<file path="config.mk">
export PLATFORM = sky130hd
export DESIGN_NAME = scc_sleep_ctrl
export DESIGN_NICKNAME = d
export VERILOG_FILES = /design/src/verilog/scc_pkg.sv /design/src/verilog/scc_clk_div.sv /design/src/verilog/scc_sleep_ctrl.sv /design/src/verilog/scc_wake_timer.sv
export SDC_FILE = /design/constraint.sdc
export NUM_CORES = 1
export LEC_CHECK = 0
export BUFFER_PORTS_ARGS = -buffer_cell sky130_fd_sc_hd__buf_2
export CAP_MARGIN = 20
export CELL_PAD_IN_SITES_DETAIL_PLACEMENT = 0
export CELL_PAD_IN_SITES_GLOBAL_PLACEMENT = 1
export CORE_ASPECT_RATIO = 2
export CORE_MARGIN = 3
export CORE_UTILIZATION = 38
export CTS_BUF_LIST = sky130_fd_sc_hd__clkbuf_16
export DETAILED_ROUTE_END_ITERATION = 10
export GPL_TIMING_DRIVEN = 0
export HOLD_SLACK_MARGIN = 0.08
export PLACE_DENSITY_LB_ADDON = 0.1
export SLEW_MARGIN = 10
export SYNTH_ARGS = -nofsm -noshare
export SYNTH_HDL_FRONTEND = slang
export SYNTH_HIERARCHICAL = 1
export SYNTH_SLANG_ARGS = --single-unit
</file>
<file path="constraint.sdc">
create_clock -name pclk -period 2.93 [get_ports pclk]
set_input_delay 0.293 -clock pclk [delete_from_list [all_inputs] [get_ports pclk]]
set_output_delay 0.293 -clock pclk [all_outputs]
set_load 0.03 [all_outputs]
</file>
<file path="src/verilog/scc_pkg.sv">
// package for the sleep and clock divide controller
// assumes a single 100 MHz pclk domain and an APB register port
package scc_pkg;

    // register byte offsets
    localparam logic [7:0] OFS_CLK_DIV = 8'h00;
    localparam logic [7:0] OFS_SLEEP_CTRL = 8'h04;
    localparam logic [7:0] OFS_MICRO_CTRL = 8'h08;
    localparam logic [7:0] OFS_CMP_CTRL = 8'h0C;
    localparam logic [7:0] OFS_STATUS = 8'h10;

    // field positions
    localparam int SLP_ALLOW_BIT = 0;
    localparam int SLP_MODE_LSB = 1;
    localparam int BROWNOUT_SLEEP_OFF_EN_BIT = 5;
    localparam int BROWNOUT_SLEEP_OFF_BIT = 6;
    localparam int CMP_OFF_BIT = 7;

    // values after reset, and the largest divide select
    localparam logic [3:0] CLKSEL_RST_PLAIN = 4'h0;
    localparam logic [3:0] CLKSEL_RST_DIV8 = 4'h3;
    localparam logic [3:0] CLKSEL_MAX = 4'h8;

    // timing, with the clock period in ns
    localparam int CLK_PERIOD_NS = 10;
    localparam int BOD_WAKE_NS = 60000;
    // least time, so round up
    localparam int BOD_WAKE_CYC_DFLT = (BOD_WAKE_NS + CLK_PERIOD_NS - 1) / CLK_PERIOD_NS;
    localparam int STARTUP_CYC_DFLT = 6;
    localparam logic [15:0] STANDBY_WAKE_CYC = 16'h0006;
    localparam logic [15:0] FAST_WAKE_CYC = 16'h0001;
    localparam logic [2:0] HALT_CYC = 3'h4;
    localparam logic [2:0] TIMED_WIN_CYC = 3'h4;

    // controller states
    typedef enum logic [1:0] {
        ST_RUN = 2'b00,
        ST_SLEEP = 2'b01,
        ST_WAKE = 2'b10,
        ST_HALT = 2'b11
    } scc_state_e;

    // sleep mode select codes
    typedef enum logic [2:0] {
        MD_IDLE = 3'b000,
        MD_ADCQ = 3'b001,
        MD_PDOWN = 3'b010,
        MD_PSAVE = 3'b011,
        MD_RSV4 = 3'b100,
        MD_RSV5 = 3'b101,
        MD_STBY = 3'b110,
        MD_XSTBY = 3'b111
    } scc_mode_e;

    // wake-up sources
    typedef struct packed {
        logic ext_irq;
        logic pin_change;
        logic twi_match;
        logic wdt_irq;
        logic timer2_irq;
        logic spm_ready;
        logic adc_done;
        logic cmp_irq;
        logic other_io;
    } scc_wake_s;

    // clock domain and oscillator enables
    typedef struct packed {
        logic core;
        logic flash;
        logic io;
        logic adc;
        logic asy;
        logic main_osc;
        logic timer_osc;
    } scc_clk_s;

endpackage

</file>
<file path="src/verilog/scc_clk_div.sv">
// power-of-two system clock divider producing a clock-enable tick
// assumes sel is stable between register writes
module scc_clk_div
    import scc_pkg::*;
#(
    parameter int CNT_W = 8
) (
    input wire logic pclk,
    input wire logic presetn,
    input wire logic [3:0] sel,
    output logic tick
);

    if (CNT_W < 8) begin : g_chk
        $error("scc_clk_div: CNT_W must reach factor 256");
    end

    // free-running prescale counter
    logic [CNT_W-1:0] cnt_q;
    // low-order count mask for the selected factor
    logic [CNT_W-1:0] mask;
    // reserved codes saturate at the largest factor
    logic [3:0] eff_sel;

    assign eff_sel = (sel > CLKSEL_MAX) ? CLKSEL_MAX : sel;
    assign mask = CNT_W'((9'h001 << eff_sel) - 9'h001);
    assign tick = ((cnt_q & mask) == mask);

    // counter runs on every edge
    always_ff @(posedge pclk or negedge presetn) begin
        if (!presetn) begin
            cnt_q <= '0;
        end else begin
            cnt_q <= cnt_q + 1'b1;
        end
    end
endmodule // scc_clk_div

</file>
<file path="src/verilog/scc_sleep_ctrl.sv">
// sleep and clock divide controller: APB registers, sleep state machine,
// clock gating, brown-out disable and wake-up sequencing
// assumes the core pulses sleep_instr for one cycle per sleep instruction
//
// The implementer's own choices: register access over APB and the address map.
module scc_sleep_ctrl
    import scc_pkg::*;
#(
    parameter int BOD_WAKE_CYC = BOD_WAKE_CYC_DFLT,
    parameter int STARTUP_CYC = STARTUP_CYC_DFLT
) (
    input wire logic pclk,
    input wire logic presetn,
    input wire logic psel,
    input wire logic penable,
    input wire logic pwrite,
    input wire logic [7:0] paddr,
    input wire logic [31:0] pwdata,
    output logic [31:0] prdata,
    output logic pready,
    output logic pslverr,
    input wire logic divide_by_eight_fuse,
    input wire logic xtal_sel,
    input wire logic timer2_async,
    input wire logic adc_enable,
    input wire logic sleep_instr,
    input wire logic sys_reset_req,
    input wire scc_wake_s wake_src,
    output scc_clk_s clk_en,
    output logic div_tick,
    output logic bod_on,
    output logic core_hold,
    output logic irq_resume,
    output logic reset_vec_start,
    output logic adc_start,
    output logic comparator_pd
);

    if (BOD_WAKE_CYC < 1 || BOD_WAKE_CYC > 65535) begin : g_chk_bod
        $error("scc_sleep_ctrl: BOD_WAKE_CYC out of range");
    end
    if (STARTUP_CYC < 1 || STARTUP_CYC > 65535) begin : g_chk_su
        $error("scc_sleep_ctrl: STARTUP_CYC out of range");
    end

    localparam logic [15:0] BOD_CYC = 16'(BOD_WAKE_CYC);
    localparam logic [15:0] SU_CYC = 16'(STARTUP_CYC);

    // register state
    logic [3:0] clksel_q; // clock divide select
    logic fuse_pend_q; // fuse value still to be loaded
    logic sleep_allow_q; // sleep allow bit
    scc_mode_e mode_sel_q; // sleep mode select
    logic brownout_sleep_off_q; // brown-out sleep off bit
    logic [2:0] win_q; // timed write window, cycles left
    logic cmp_off_q; // comparator power off
    logic [31:0] prdata_q; // read data captured in setup

    // controller state
    scc_state_e state_q;
    scc_mode_e mode_q; // mode latched at entry
    logic bod_off_q; // detector switched off for this sleep
    logic [2:0] halt_cnt_q; // halt cycles left
    logic irq_resume_q;
    logic reset_vec_q;
    logic adc_start_q;

    // bus decode
    logic setup_ph;
    logic wr_acc;
    logic mapped;
    logic [31:0] rd_word;

    // sequencing
    logic enter;
    logic mode_ok;
    logic bod_elig;
    logic wake_hit;
    logic [15:0] wake_len;
    logic tmr_done;
    scc_wake_s wake_allow;

    assign setup_ph = psel & ~penable;
    assign wr_acc = psel & penable & pwrite;
    assign mapped = (paddr == OFS_CLK_DIV) || (paddr == OFS_SLEEP_CTRL) ||
        (paddr == OFS_MICRO_CTRL) || (paddr == OFS_CMP_CTRL) || (paddr == OFS_STATUS);
    // zero wait states, unmapped address answers with an error
    assign pready = 1'b1;
    assign pslverr = psel & penable & ~mapped;
    assign prdata = prdata_q;

    // read multiplexer
    always_comb begin
        rd_word = 32'h0000_0000;
        unique case (paddr)
            OFS_CLK_DIV: rd_word[3:0] = clksel_q;
            OFS_SLEEP_CTRL: begin
                rd_word[SLP_ALLOW_BIT] = sleep_allow_q;
                rd_word[SLP_MODE_LSB +: 3] = mode_sel_q;
            end
            OFS_MICRO_CTRL: begin
                rd_word[BROWNOUT_SLEEP_OFF_BIT] = brownout_sleep_off_q;
                rd_word[BROWNOUT_SLEEP_OFF_EN_BIT] = (win_q != 3'h0);
            end
            OFS_CMP_CTRL: rd_word[CMP_OFF_BIT] = cmp_off_q;
            OFS_STATUS: begin
                rd_word[1:0] = state_q;
                rd_word[2] = bod_off_q;
                rd_word[5:3] = mode_q;
            end
            default: rd_word = 32'h0000_0000;
        endcase
    end

    // read data held from setup through access
    always_ff @(posedge pclk or negedge presetn) begin
        if (!presetn) begin
            prdata_q <= 32'h0000_0000;
        end else if (setup_ph && !pwrite) begin
            prdata_q <= rd_word;
        end
    end

    // clock divide select; fuse taken on the first edge after reset
    always_ff @(posedge pclk or negedge presetn) begin
        if (!presetn) begin
            clksel_q <= CLKSEL_RST_PLAIN;
            fuse_pend_q <= 1'b1;
        end else if (fuse_pend_q) begin
            fuse_pend_q <= 1'b0;
            clksel_q <= divide_by_eight_fuse ? CLKSEL_RST_DIV8 : CLKSEL_RST_PLAIN;
        end else if (wr_acc && paddr == OFS_CLK_DIV) begin
            clksel_q <= pwdata[3:0];
        end
    end

    // divided clock enable for the synchronous domains
    scc_clk_div #(
        .CNT_W(8)
    ) u_div (
        .pclk(pclk),
        .presetn(presetn),
        .sel(clksel_q),
        .tick(div_tick)
    );

    // sleep control register
    always_ff @(posedge pclk or negedge presetn) begin
        if (!presetn) begin
            sleep_allow_q <= 1'b0;
            mode_sel_q <= MD_IDLE;
        end else if (wr_acc && paddr == OFS_SLEEP_CTRL) begin
            sleep_allow_q <= pwdata[SLP_ALLOW_BIT];
            mode_sel_q <= scc_mode_e'(pwdata[SLP_MODE_LSB +: 3]);
        end
    end

    // brown-out sleep off bit behind the timed sequence
    always_ff @(posedge pclk or negedge presetn) begin
        if (!presetn) begin
            brownout_sleep_off_q <= 1'b0;
            win_q <= 3'h0;
        end else if (wr_acc && paddr == OFS_MICRO_CTRL && win_q != 3'h0 &&
            !pwdata[BROWNOUT_SLEEP_OFF_EN_BIT]) begin
            brownout_sleep_off_q <= pwdata[BROWNOUT_SLEEP_OFF_BIT];
            win_q <= 3'h0;
        end else if (wr_acc && paddr == OFS_MICRO_CTRL && win_q == 3'h0 &&
            pwdata[BROWNOUT_SLEEP_OFF_EN_BIT] && pwdata[BROWNOUT_SLEEP_OFF_BIT]) begin
            win_q <= TIMED_WIN_CYC;
        end else if (win_q != 3'h0) begin
            // rewrites inside the window do not extend it
            win_q <= win_q - 3'h1;
        end
    end

    // comparator control register
    always_ff @(posedge pclk or negedge presetn) begin
        if (!presetn) begin
            cmp_off_q <= 1'b0;
        end else if (wr_acc && paddr == OFS_CMP_CTRL) begin
            cmp_off_q <= pwdata[CMP_OFF_BIT];
        end
    end
    assign comparator_pd = cmp_off_q;

    // modes that may really be entered
    always_comb begin
        unique case (mode_sel_q)
            MD_IDLE, MD_ADCQ, MD_PDOWN, MD_PSAVE: mode_ok = 1'b1;
            MD_STBY, MD_XSTBY: mode_ok = xtal_sel;
            MD_RSV4, MD_RSV5: mode_ok = 1'b0;
        endcase
    end

    assign enter = (state_q == ST_RUN) && sleep_instr && sleep_allow_q && mode_ok;
    // only deep modes may drop the detector
    assign bod_elig = (mode_sel_q == MD_PDOWN) || (mode_sel_q == MD_PSAVE) ||
        (mode_sel_q == MD_STBY) || (mode_sel_q == MD_XSTBY);

    // wake sources admitted per mode
    always_comb begin
        wake_allow = '0;
        wake_allow.ext_irq = 1'b1;
        wake_allow.pin_change = 1'b1;
        wake_allow.twi_match = 1'b1;
        wake_allow.wdt_irq = 1'b1;
        unique case (mode_q)
            MD_IDLE: begin
                wake_allow.timer2_irq = 1'b1;
                wake_allow.spm_ready = 1'b1;
                wake_allow.adc_done = 1'b1;
                wake_allow.other_io = 1'b1;
                wake_allow.cmp_irq = ~cmp_off_q;
            end
            MD_ADCQ: begin
                wake_allow.spm_ready = 1'b1;
                wake_allow.adc_done = 1'b1;
                wake_allow.timer2_irq = timer2_async;
            end
            MD_PSAVE, MD_XSTBY: wake_allow.timer2_irq = 1'b1;
            MD_PDOWN, MD_STBY, MD_RSV4, MD_RSV5: wake_allow.timer2_irq = 1'b0;
        endcase
    end
    assign wake_hit = |(wake_src & wake_allow);

    // start-up length for the mode being left
    always_comb begin
        unique case (mode_q)
            MD_IDLE, MD_ADCQ, MD_RSV4, MD_RSV5: wake_len = FAST_WAKE_CYC;
            MD_STBY, MD_XSTBY: wake_len = STANDBY_WAKE_CYC;
            MD_PDOWN, MD_PSAVE: wake_len = SU_CYC;
        endcase
        if (bod_off_q && BOD_CYC > wake_len) begin
            wake_len = BOD_CYC;
        end
    end

    // start-up interval timer
    scc_wake_timer #(
        .CW(16)
    ) u_tmr (
        .pclk(pclk),
        .presetn(presetn),
        .load(state_q == ST_SLEEP && wake_hit && !sys_reset_req),
        .load_val(wake_len),
        .busy(),
        .done(tmr_done)
    );

    // sleep state machine
    always_ff @(posedge pclk or negedge presetn) begin
        if (!presetn) begin
            state_q <= ST_RUN;
            mode_q <= MD_IDLE;
            halt_cnt_q <= 3'h0;
        end else if (sys_reset_req && state_q != ST_RUN) begin
            // reset while asleep goes to the vector
            state_q <= ST_RUN;
        end else begin
            unique case (state_q)
                ST_RUN: begin
                    if (enter) begin
                        state_q <= ST_SLEEP;
                        mode_q <= mode_sel_q;
                    end
                end
                ST_SLEEP: begin
                    if (wake_hit) begin
                        state_q <= ST_WAKE;
                    end
                end
                ST_WAKE: begin
                    if (tmr_done) begin
                        state_q <= ST_HALT;
                        halt_cnt_q <= HALT_CYC;
                    end
                end
                ST_HALT: begin
                    if (halt_cnt_q == 3'h1) begin
                        state_q <= ST_RUN;
                    end
                    halt_cnt_q <= halt_cnt_q - 3'h1;
                end
            endcase
        end
    end

    // detector switched off at entry, back on at wake
    always_ff @(posedge pclk or negedge presetn) begin
        if (!presetn) begin
            bod_off_q <= 1'b0;
        end else if (enter) begin
            bod_off_q <= brownout_sleep_off_q && bod_elig;
        end else if (state_q == ST_WAKE || state_q == ST_RUN) begin
            bod_off_q <= 1'b0;
        end
    end
    assign bod_on = ~bod_off_q || state_q != ST_SLEEP;

    // one-cycle core notifications
    always_ff @(posedge pclk or negedge presetn) begin
        if (!presetn) begin
            irq_resume_q <= 1'b0;
            reset_vec_q <= 1'b0;
            adc_start_q <= 1'b0;
        end else begin
            irq_resume_q <= (state_q == ST_HALT) && (halt_cnt_q == 3'h1) && !sys_reset_req;
            reset_vec_q <= sys_reset_req && (state_q != ST_RUN);
            adc_start_q <= enter && adc_enable &&
                (mode_sel_q == MD_IDLE || mode_sel_q == MD_ADCQ);
        end
    end
    assign irq_resume = irq_resume_q;
    assign reset_vec_start = reset_vec_q;
    assign adc_start = adc_start_q;
    // core only held, never cleared, so its storage survives
    assign core_hold = (state_q != ST_RUN);

    // clock domain gating per state and mode
    always_comb begin
        clk_en = '1;
        clk_en.timer_osc = timer2_async;
        if (state_q != ST_RUN) begin
            // core and program memory clocks stop
            clk_en.core = 1'b0;
            clk_en.flash = 1'b0;
        end
        if (state_q == ST_SLEEP) begin
            unique case (mode_q)
                MD_IDLE: clk_en.io = 1'b1;
                MD_ADCQ: clk_en.io = 1'b0;
                MD_PDOWN: begin
                    clk_en.io = 1'b0;
                    clk_en.adc = 1'b0;
                    clk_en.asy = 1'b0;
                    clk_en.main_osc = 1'b0;
                    clk_en.timer_osc = 1'b0;
                end
                MD_PSAVE: begin
                    clk_en.io = 1'b0;
                    clk_en.adc = 1'b0;
                    clk_en.main_osc = 1'b0;
                end
                MD_STBY: begin
                    clk_en.io = 1'b0;
                    clk_en.adc = 1'b0;
                    clk_en.asy = 1'b0;
                    clk_en.timer_osc = 1'b0;
                end
                MD_XSTBY: begin
                    clk_en.io = 1'b0;
                    clk_en.adc = 1'b0;
                    clk_en.asy = timer2_async;
                end
                MD_RSV4, MD_RSV5: clk_en.io = 1'b1;
            endcase
        end
    end
endmodule // scc_sleep_ctrl

</file>
<file path="src/verilog/scc_wake_timer.sv">
// down counter that times the wake-up start-up interval
// assumes load values of at least one; done marks the last counted cycle
module scc_wake_timer
    import scc_pkg::*;
#(
    parameter int CW = 16
) (
    input wire logic pclk,
    input wire logic presetn,
    input wire logic load,
    input wire logic [CW-1:0] load_val,
    output logic busy,
    output logic done
);

    if (CW < 4) begin : g_chk
        $error("scc_wake_timer: CW too small");
    end

    // cycles left in the interval
    logic [CW-1:0] cnt_q;

    // load on request, else count to zero
    always_ff @(posedge pclk or negedge presetn) begin
        if (!presetn) begin
            cnt_q <= '0;
        end else if (load) begin
            cnt_q <= load_val;
        end else if (cnt_q != '0) begin
            cnt_q <= cnt_q - 1'b1;
        end
    end

    assign busy = (cnt_q != '0);
    assign done = (cnt_q == CW'(1));

endmodule // scc_wake_timer
</file>
### Word-level counts from Yosys, hierarchy flattened

Memories as Yosys holds them, arrays and structs flattened.
Cells that the tools add are included.

* register bits: 58
* bits in latches: 0
* memory bits (writable): 0
* bits in read-only memories: 24
* input bits: 60
* output and inout bits: 48
* word-level logic and storage cells: 166
* memories: 1

* add/sub/neg operators: 5
* multiply operators: 0
* div/mod/pow operators: 0
* magnitude comparators: 2
* equality and inequality tests: 30
* shift operators: 1
* mux-type cells: 36
* bitwise operators: 11
* reduce and logical (&&, ||, !) cells: 63

Memory list
* (name not given): words 8, bits a word 3, rd ports 1, clocked after Yosys merged registers in 0, write ports 0, RTL line scc_sleep_ctrl.sv:228 `unique case (mode_q)`

Operator list (count)
* 2-to-1 mux 16 bit: 3
* equality test 3 bit (second input constant): 8
* logical AND 1 bit: 22
* 2-to-1 mux 2 bit: 9
* equality test 16 x 1 -> 1 bit (second input constant): 1
* equality test 8 x 4 -> 1 bit (second input constant): 2
* > comparator 13 x 16 -> 1 bit (first input constant): 1
* nonzero test 16 bit: 1
* subtractor 16 x 1 -> 16 bit (second input constant): 1
* equality test 3 x 2 -> 1 bit (second input constant): 4
* 2-to-1 mux 3 bit: 4
* 2-to-1 mux 4 bit: 3
* one-hot mux 4 bit (3 select lines): 1
* OR reduction 4 bit: 3
* logical OR 1 bit: 10
* nonzero test 2 bit: 5
* OR reduction 2 bit: 5
* AND 9 bit: 1
* equality test 3 x 1 -> 1 bit (second input constant): 3
* zero test 3 bit: 3
* inequality test 3 x 2 -> 1 bit (second input constant): 3
* OR reduction 9 bit: 1
* adder 8 x 1 -> 8 bit (second input constant): 1
* AND 8 bit: 1
* other kinds (28): 52

### Longest topological paths before layout

* depth in word-level cells: 8
* depth in mapped cells: 9
* depth with buffers taken out: 9

### Cells and area by module

Netlist, hierarchy kept.

By module, submodules not included
* scc_sleep_ctrl: instances 1, cells an instance 212, area each 2043.2 sq um, sequential area each 852.1 sq um
* scc_wake_timer: instances 1, cells an instance 112, area each 989.7 sq um, sequential area each 400.4 sq um
* scc_clk_div: instances 1, cells an instance 45, area each 441.7 sq um, sequential area each 200.2 sq um

### Worst setup path before layout

No wires, ideal clock.

* path type: register -> output
* start point: register clksel_q[0]
* end point: output port div_tick
* arrival time: 2348 ps
* required time: 2637 ps
* slack: 289 ps
* stages on the path, launching flop included: 7
* buffers on the path: 0
* cells stage by stage: dfrtp_1 -> or4_4 -> ha_1 -> nor2b_1 -> a21oi_1 -> o21ai_0 -> a2111oi_2

* word-level cells in the longest chain between the ends: 6

RTL lines
* start, declared: RTL line scc_sleep_ctrl.sv:50 `logic [3:0] clksel_q;`
* start signal, assigned: RTL line scc_sleep_ctrl.sv:131 `clksel_q <= divide_by_eight_fuse ? CLKSEL_RST_DIV8 : CLKSEL_RST_PLAIN;`
* start signal, assigned: RTL line scc_sleep_ctrl.sv:133 `clksel_q <= pwdata[3:0];`
* > comparator 4 bit: RTL line scc_clk_div.sv:25 `assign eff_sel = (sel > CLKSEL_MAX) ? CLKSEL_MAX : sel;`
* 2-to-1 mux 4 bit *: RTL line scc_clk_div.sv:25
* << shifter 1 x 4 -> 8 bit *: RTL line scc_clk_div.sv:26 `assign mask = CNT_W'((9'h001 << eff_sel) - 9'h001);`
* subtractor 8 x 1 -> 8 bit *: RTL line scc_clk_div.sv:26
* AND 8 bit: RTL line scc_clk_div.sv:27 `assign tick = ((cnt_q & mask) == mask);`
* equality test 8 bit *: RTL line scc_clk_div.sv:27
* end, declared: RTL line scc_sleep_ctrl.sv:30 `output logic div_tick,`

Every way passes the cells marked *; elsewhere a longest branch is shown, timed or not.

### Worst setup path after layout

* start point: register clksel_q[1]
* end point: output port div_tick

Same word-level chain as after synthesis.

==> impl_metrics.env <==
export IMPL_layout_common_cells="buf_2 (58), dfrtp_1 (54), nand2_1 (39), buf_4 (32), conb_1 (32)"
export IMPL_powerDensity_nw_per_um2=775
export IMPL_drt_wl_total_mm=9.08
export IMPL_cp_depth=7
export IMPL_grt_pass1_vias=3202
export IMPL_cp_slowest_stage_delay_ns=0.56
export IMPL_critPathArrivalTime_ns=2.53
export IMPL_power_switching_mw=1.24
export IMPL_cp_start_kind="flip-flop"
export IMPL_drc_errors=0
export IMPL_grt_antenna_before_repair=0
export IMPL_synth_seq_cells=58
export IMPL_synth_mux_area_share_pct=5.47
export IMPL_comb_power_share_pct=32.9
export IMPL_drt_pass1_iterations=4
export IMPL_place_area_um2=4010
export IMPL_ys_seq_area_share_pct=41.8
export IMPL_reg2reg_slack_ns=0.34
export IMPL_num_nets_final=546
export IMPL_final_core_util_pct=50.0
export IMPL_drive_above_1_share_pct=26.8
export IMPL_switching_share_pct=36.6
export IMPL_worstHoldPathType="in -> reg"
export IMPL_cp_cell_sequence="or4_4, ha_4, nor2b_1, a21oi_1, o21ai_1, a2111oi_2, buf_4"
export IMPL_die_h_um=141
export IMPL_setup_viol_count_final=0
export IMPL_cpLargestDelayFamily="simple AND/OR/NAND/NOR gates"
export IMPL_post_drt_wl_per_cell_um=15.7
export IMPL_worstReg2RegStart="u_tmr/cnt_q[12]"
export IMPL_max_freq_mhz=354
export IMPL_worstRegToRegCells=8
export IMPL_period_share_pct=96.3
export IMPL_peakVddDrop_mv=0.383
export IMPL_place_gp_congestion=0.797
export IMPL_hold_viol_final=0
export IMPL_synth_top_family_by_area="simple AND/OR/NAND/NOR gates"
export IMPL_startpoint="clksel_q[1]"
export IMPL_run_status="completed"
export IMPL_cts_htree_levels=3
export IMPL_final_common_cell="buf_2"
export IMPL_crit_end="div_tick"
export IMPL_synth_main_ff_cell="dfrtp_1"
export IMPL_dieArea_um2=10400
export IMPL_syn_area_per_cell_um2=9.42
export IMPL_synth_simple_area_share_pct=21.5
export IMPL_grt_max_degree=59
export IMPL_hpwl_mm=6.92
export IMPL_grt_util_all_layers_pct=18.6
export IMPL_path_clk_slew_ns=0.05
export IMPL_synth_edf_count=0
export IMPL_hold_ws_ns=0.182
export IMPL_cts_root_buf="clkbuf_16"
export IMPL_rsz0062_at_grt="true"
export IMPL_antenna_cells=0
export IMPL_io_buffers=57
export IMPL_fin_crit_ns=2.82
export IMPL_p_clk_share_pct=32.5
export IMPL_netlist_area_um2=3470
export IMPL_grt_overflow_total=0
export IMPL_fp_row_count=48
export IMPL_cts_tree="yes"
export IMPL_initial_utilization_pct=39.6
export IMPL_grtUsageMet1_pct=19.4
export IMPL_final_max_slew_viol_count=0
export IMPL_p_leak_nw=2.10
export IMPL_synth_xor_area_share_pct=3.78
export IMPL_die_w_um=73.6
export IMPL_cap_violations=0
export IMPL_clock_path_buffers=2
export IMPL_ios=108
export IMPL_p_total_mw=3.40
export IMPL_top_usage_layer="met2"
export IMPL_relSlewSlack_pct=47.8
export IMPL_grt_use_met2_pct=34.3
export IMPL_synthArstFlopShare_pct=100
export IMPL_vias=3001
export IMPL_r2r_end="state_q[1]"
export IMPL_synth_compound_area_share_pct=13.8
export IMPL_cts_num_sinks=58
export IMPL_power_share_sequential_pct=34.6
export IMPL_fill_cells=853
export IMPL_critPathRequiredTime_ns=2.64
export IMPL_intPower_mw=2.16
export IMPL_use_met3_pct=3.21
export IMPL_core_um2=8770
export IMPL_finalSetupTns_ns=0
export IMPL_fin_skew_ns=0.00426
export IMPL_grt_pass1_wl_mm=15.0
export IMPL_end_kind="primary output"
export IMPL_routed_via_density=5.19
export IMPL_area_delta_synth_final_pct=26.1
export IMPL_final_cell_area_um2=4380
export IMPL_synthAdderAreaFrac_pct=4.68
export IMPL_yosysUniqueCellTypes=52
export IMPL_clk_latency_ns=0.33
export IMPL_critPathKind="reg -> out"
export IMPL_synth_cells=369
export IMPL_cp_num_buf_inv=1
export IMPL_crit_path_max_fanout=6
export IMPL_cts_buffers_inserted=9
export IMPL_cp_slowest_cell="or4_4"
export IMPL_ant_nets=0
export IMPL_worst_pin_slew_ns=0.783
export IMPL_drtIter0Drc=170
export IMPL_yosys_warnings=6
worst min-delay path by stage:
stage | from | endpoint | slack, ns | depth (start not counted)
detailed placement | presetn | u_tmr/cnt_q[8] | 0.42 | 1
global route | pwdata[7] | comparator_pd | 0.19 | 2
CTS | pwdata[7] | comparator_pd | 0.17 | 2
floorplan | presetn | adc_start | -0.003 | 0
finish | pwdata[7] | comparator_pd | 0.18 | 2
global placement | prdata[5] | prdata[5] | 0.46 | 2
timing repair:
action / 4_1_cts / 5_1_grt
hold endpoints to repair: 21 / 0
pin swaps: 1 / 3
gates resized for setup: 2 / 6
buffers inserted: 0 / 4
setup endpoints to repair: 1 / 3
gates cloned: 0 / 0
hold buffers: 1 / 0
flip-flops by register name (all words and copies together), names as in the netlist, 2 cells and up:
register	cells
clksel_q	4
halt_cnt_q	3
mode_q	3
mode_sel_q	3
prdata	8
state_q	2
u_div/cnt_q	8
u_tmr/cnt_q	16
win_q	3
routing by layer:
layer	vias up	part of all wire, %
met5	-	0
met4	0	2.0
met3	17	3.7
met2	82	57
met1	1416	37
li1	1486	-
kinds of logic after synthesis:
group / count (synthesis)
simple gates: 137
fa+ha+maj: 13
other cells: 2
buf+inv: 55
xor+xnor: 15
compound gates: 71
flops: 58
mux: 18
synthesized netlist by cell type, types with 7 or more instances:
| cell type | instances | area share (%) |
|---|---|---|
| a21oi_1 | 7 | 1.0 |
| buf_4 | 26 | 5.6 |
| dfrtp_1 | 57 | 41 |
| ha_1 | 13 | 4.7 |
| inv_1 | 21 | 2.3 |
| mux2i_1 | 10 | 2.9 |
| nand2_1 | 39 | 4.2 |
| nand3_1 | 13 | 1.9 |
| nand4_1 | 8 | 1.4 |
| nor2_1 | 23 | 2.5 |
| nor2b_1 | 7 | 1.3 |
| nor3_1 | 12 | 1.7 |
| o21ai_0 | 25 | 3.6 |
| o31ai_1 | 9 | 1.9 |
| xor2_1 | 9 | 2.3 |
per-stage QoR:
stage	cells	worst slack [ns]
6_report	578	0.108
5_1_grt	578	-0.0540
4_1_cts	574	0.00959
2_1_floorplan	399	0.289
3_3_place_gp	556	0.223
3_5_place_dp	557	0.238
power groups by stage:
stage	clock, mW	combinational [mW]	sequential [mW]
5_1_grt	1.15	1.26	1.20
3_5_place_dp	0	1.10	1.18
2_1_floorplan	0	0.816	1.14
4_1_cts	1.12	1.11	1.17
6_report	1.10	1.12	1.18
3_3_place_gp	0	1.07	1.17
final cells by class:
class,instances,area [µm²],share of cell area (%)
buffer,34,228,5.20
inverter,21,78.8,1.80
multi-input combinational,286,1850,42.2
timing repair buffer,63,335,7.65
sequential,58,1460,33.2
clock buffer,9,225,5.14
tap,100,125,2.85
clock inverter,7,85.1,1.94
No activity file was read; power rests on OpenSTA's default activity.
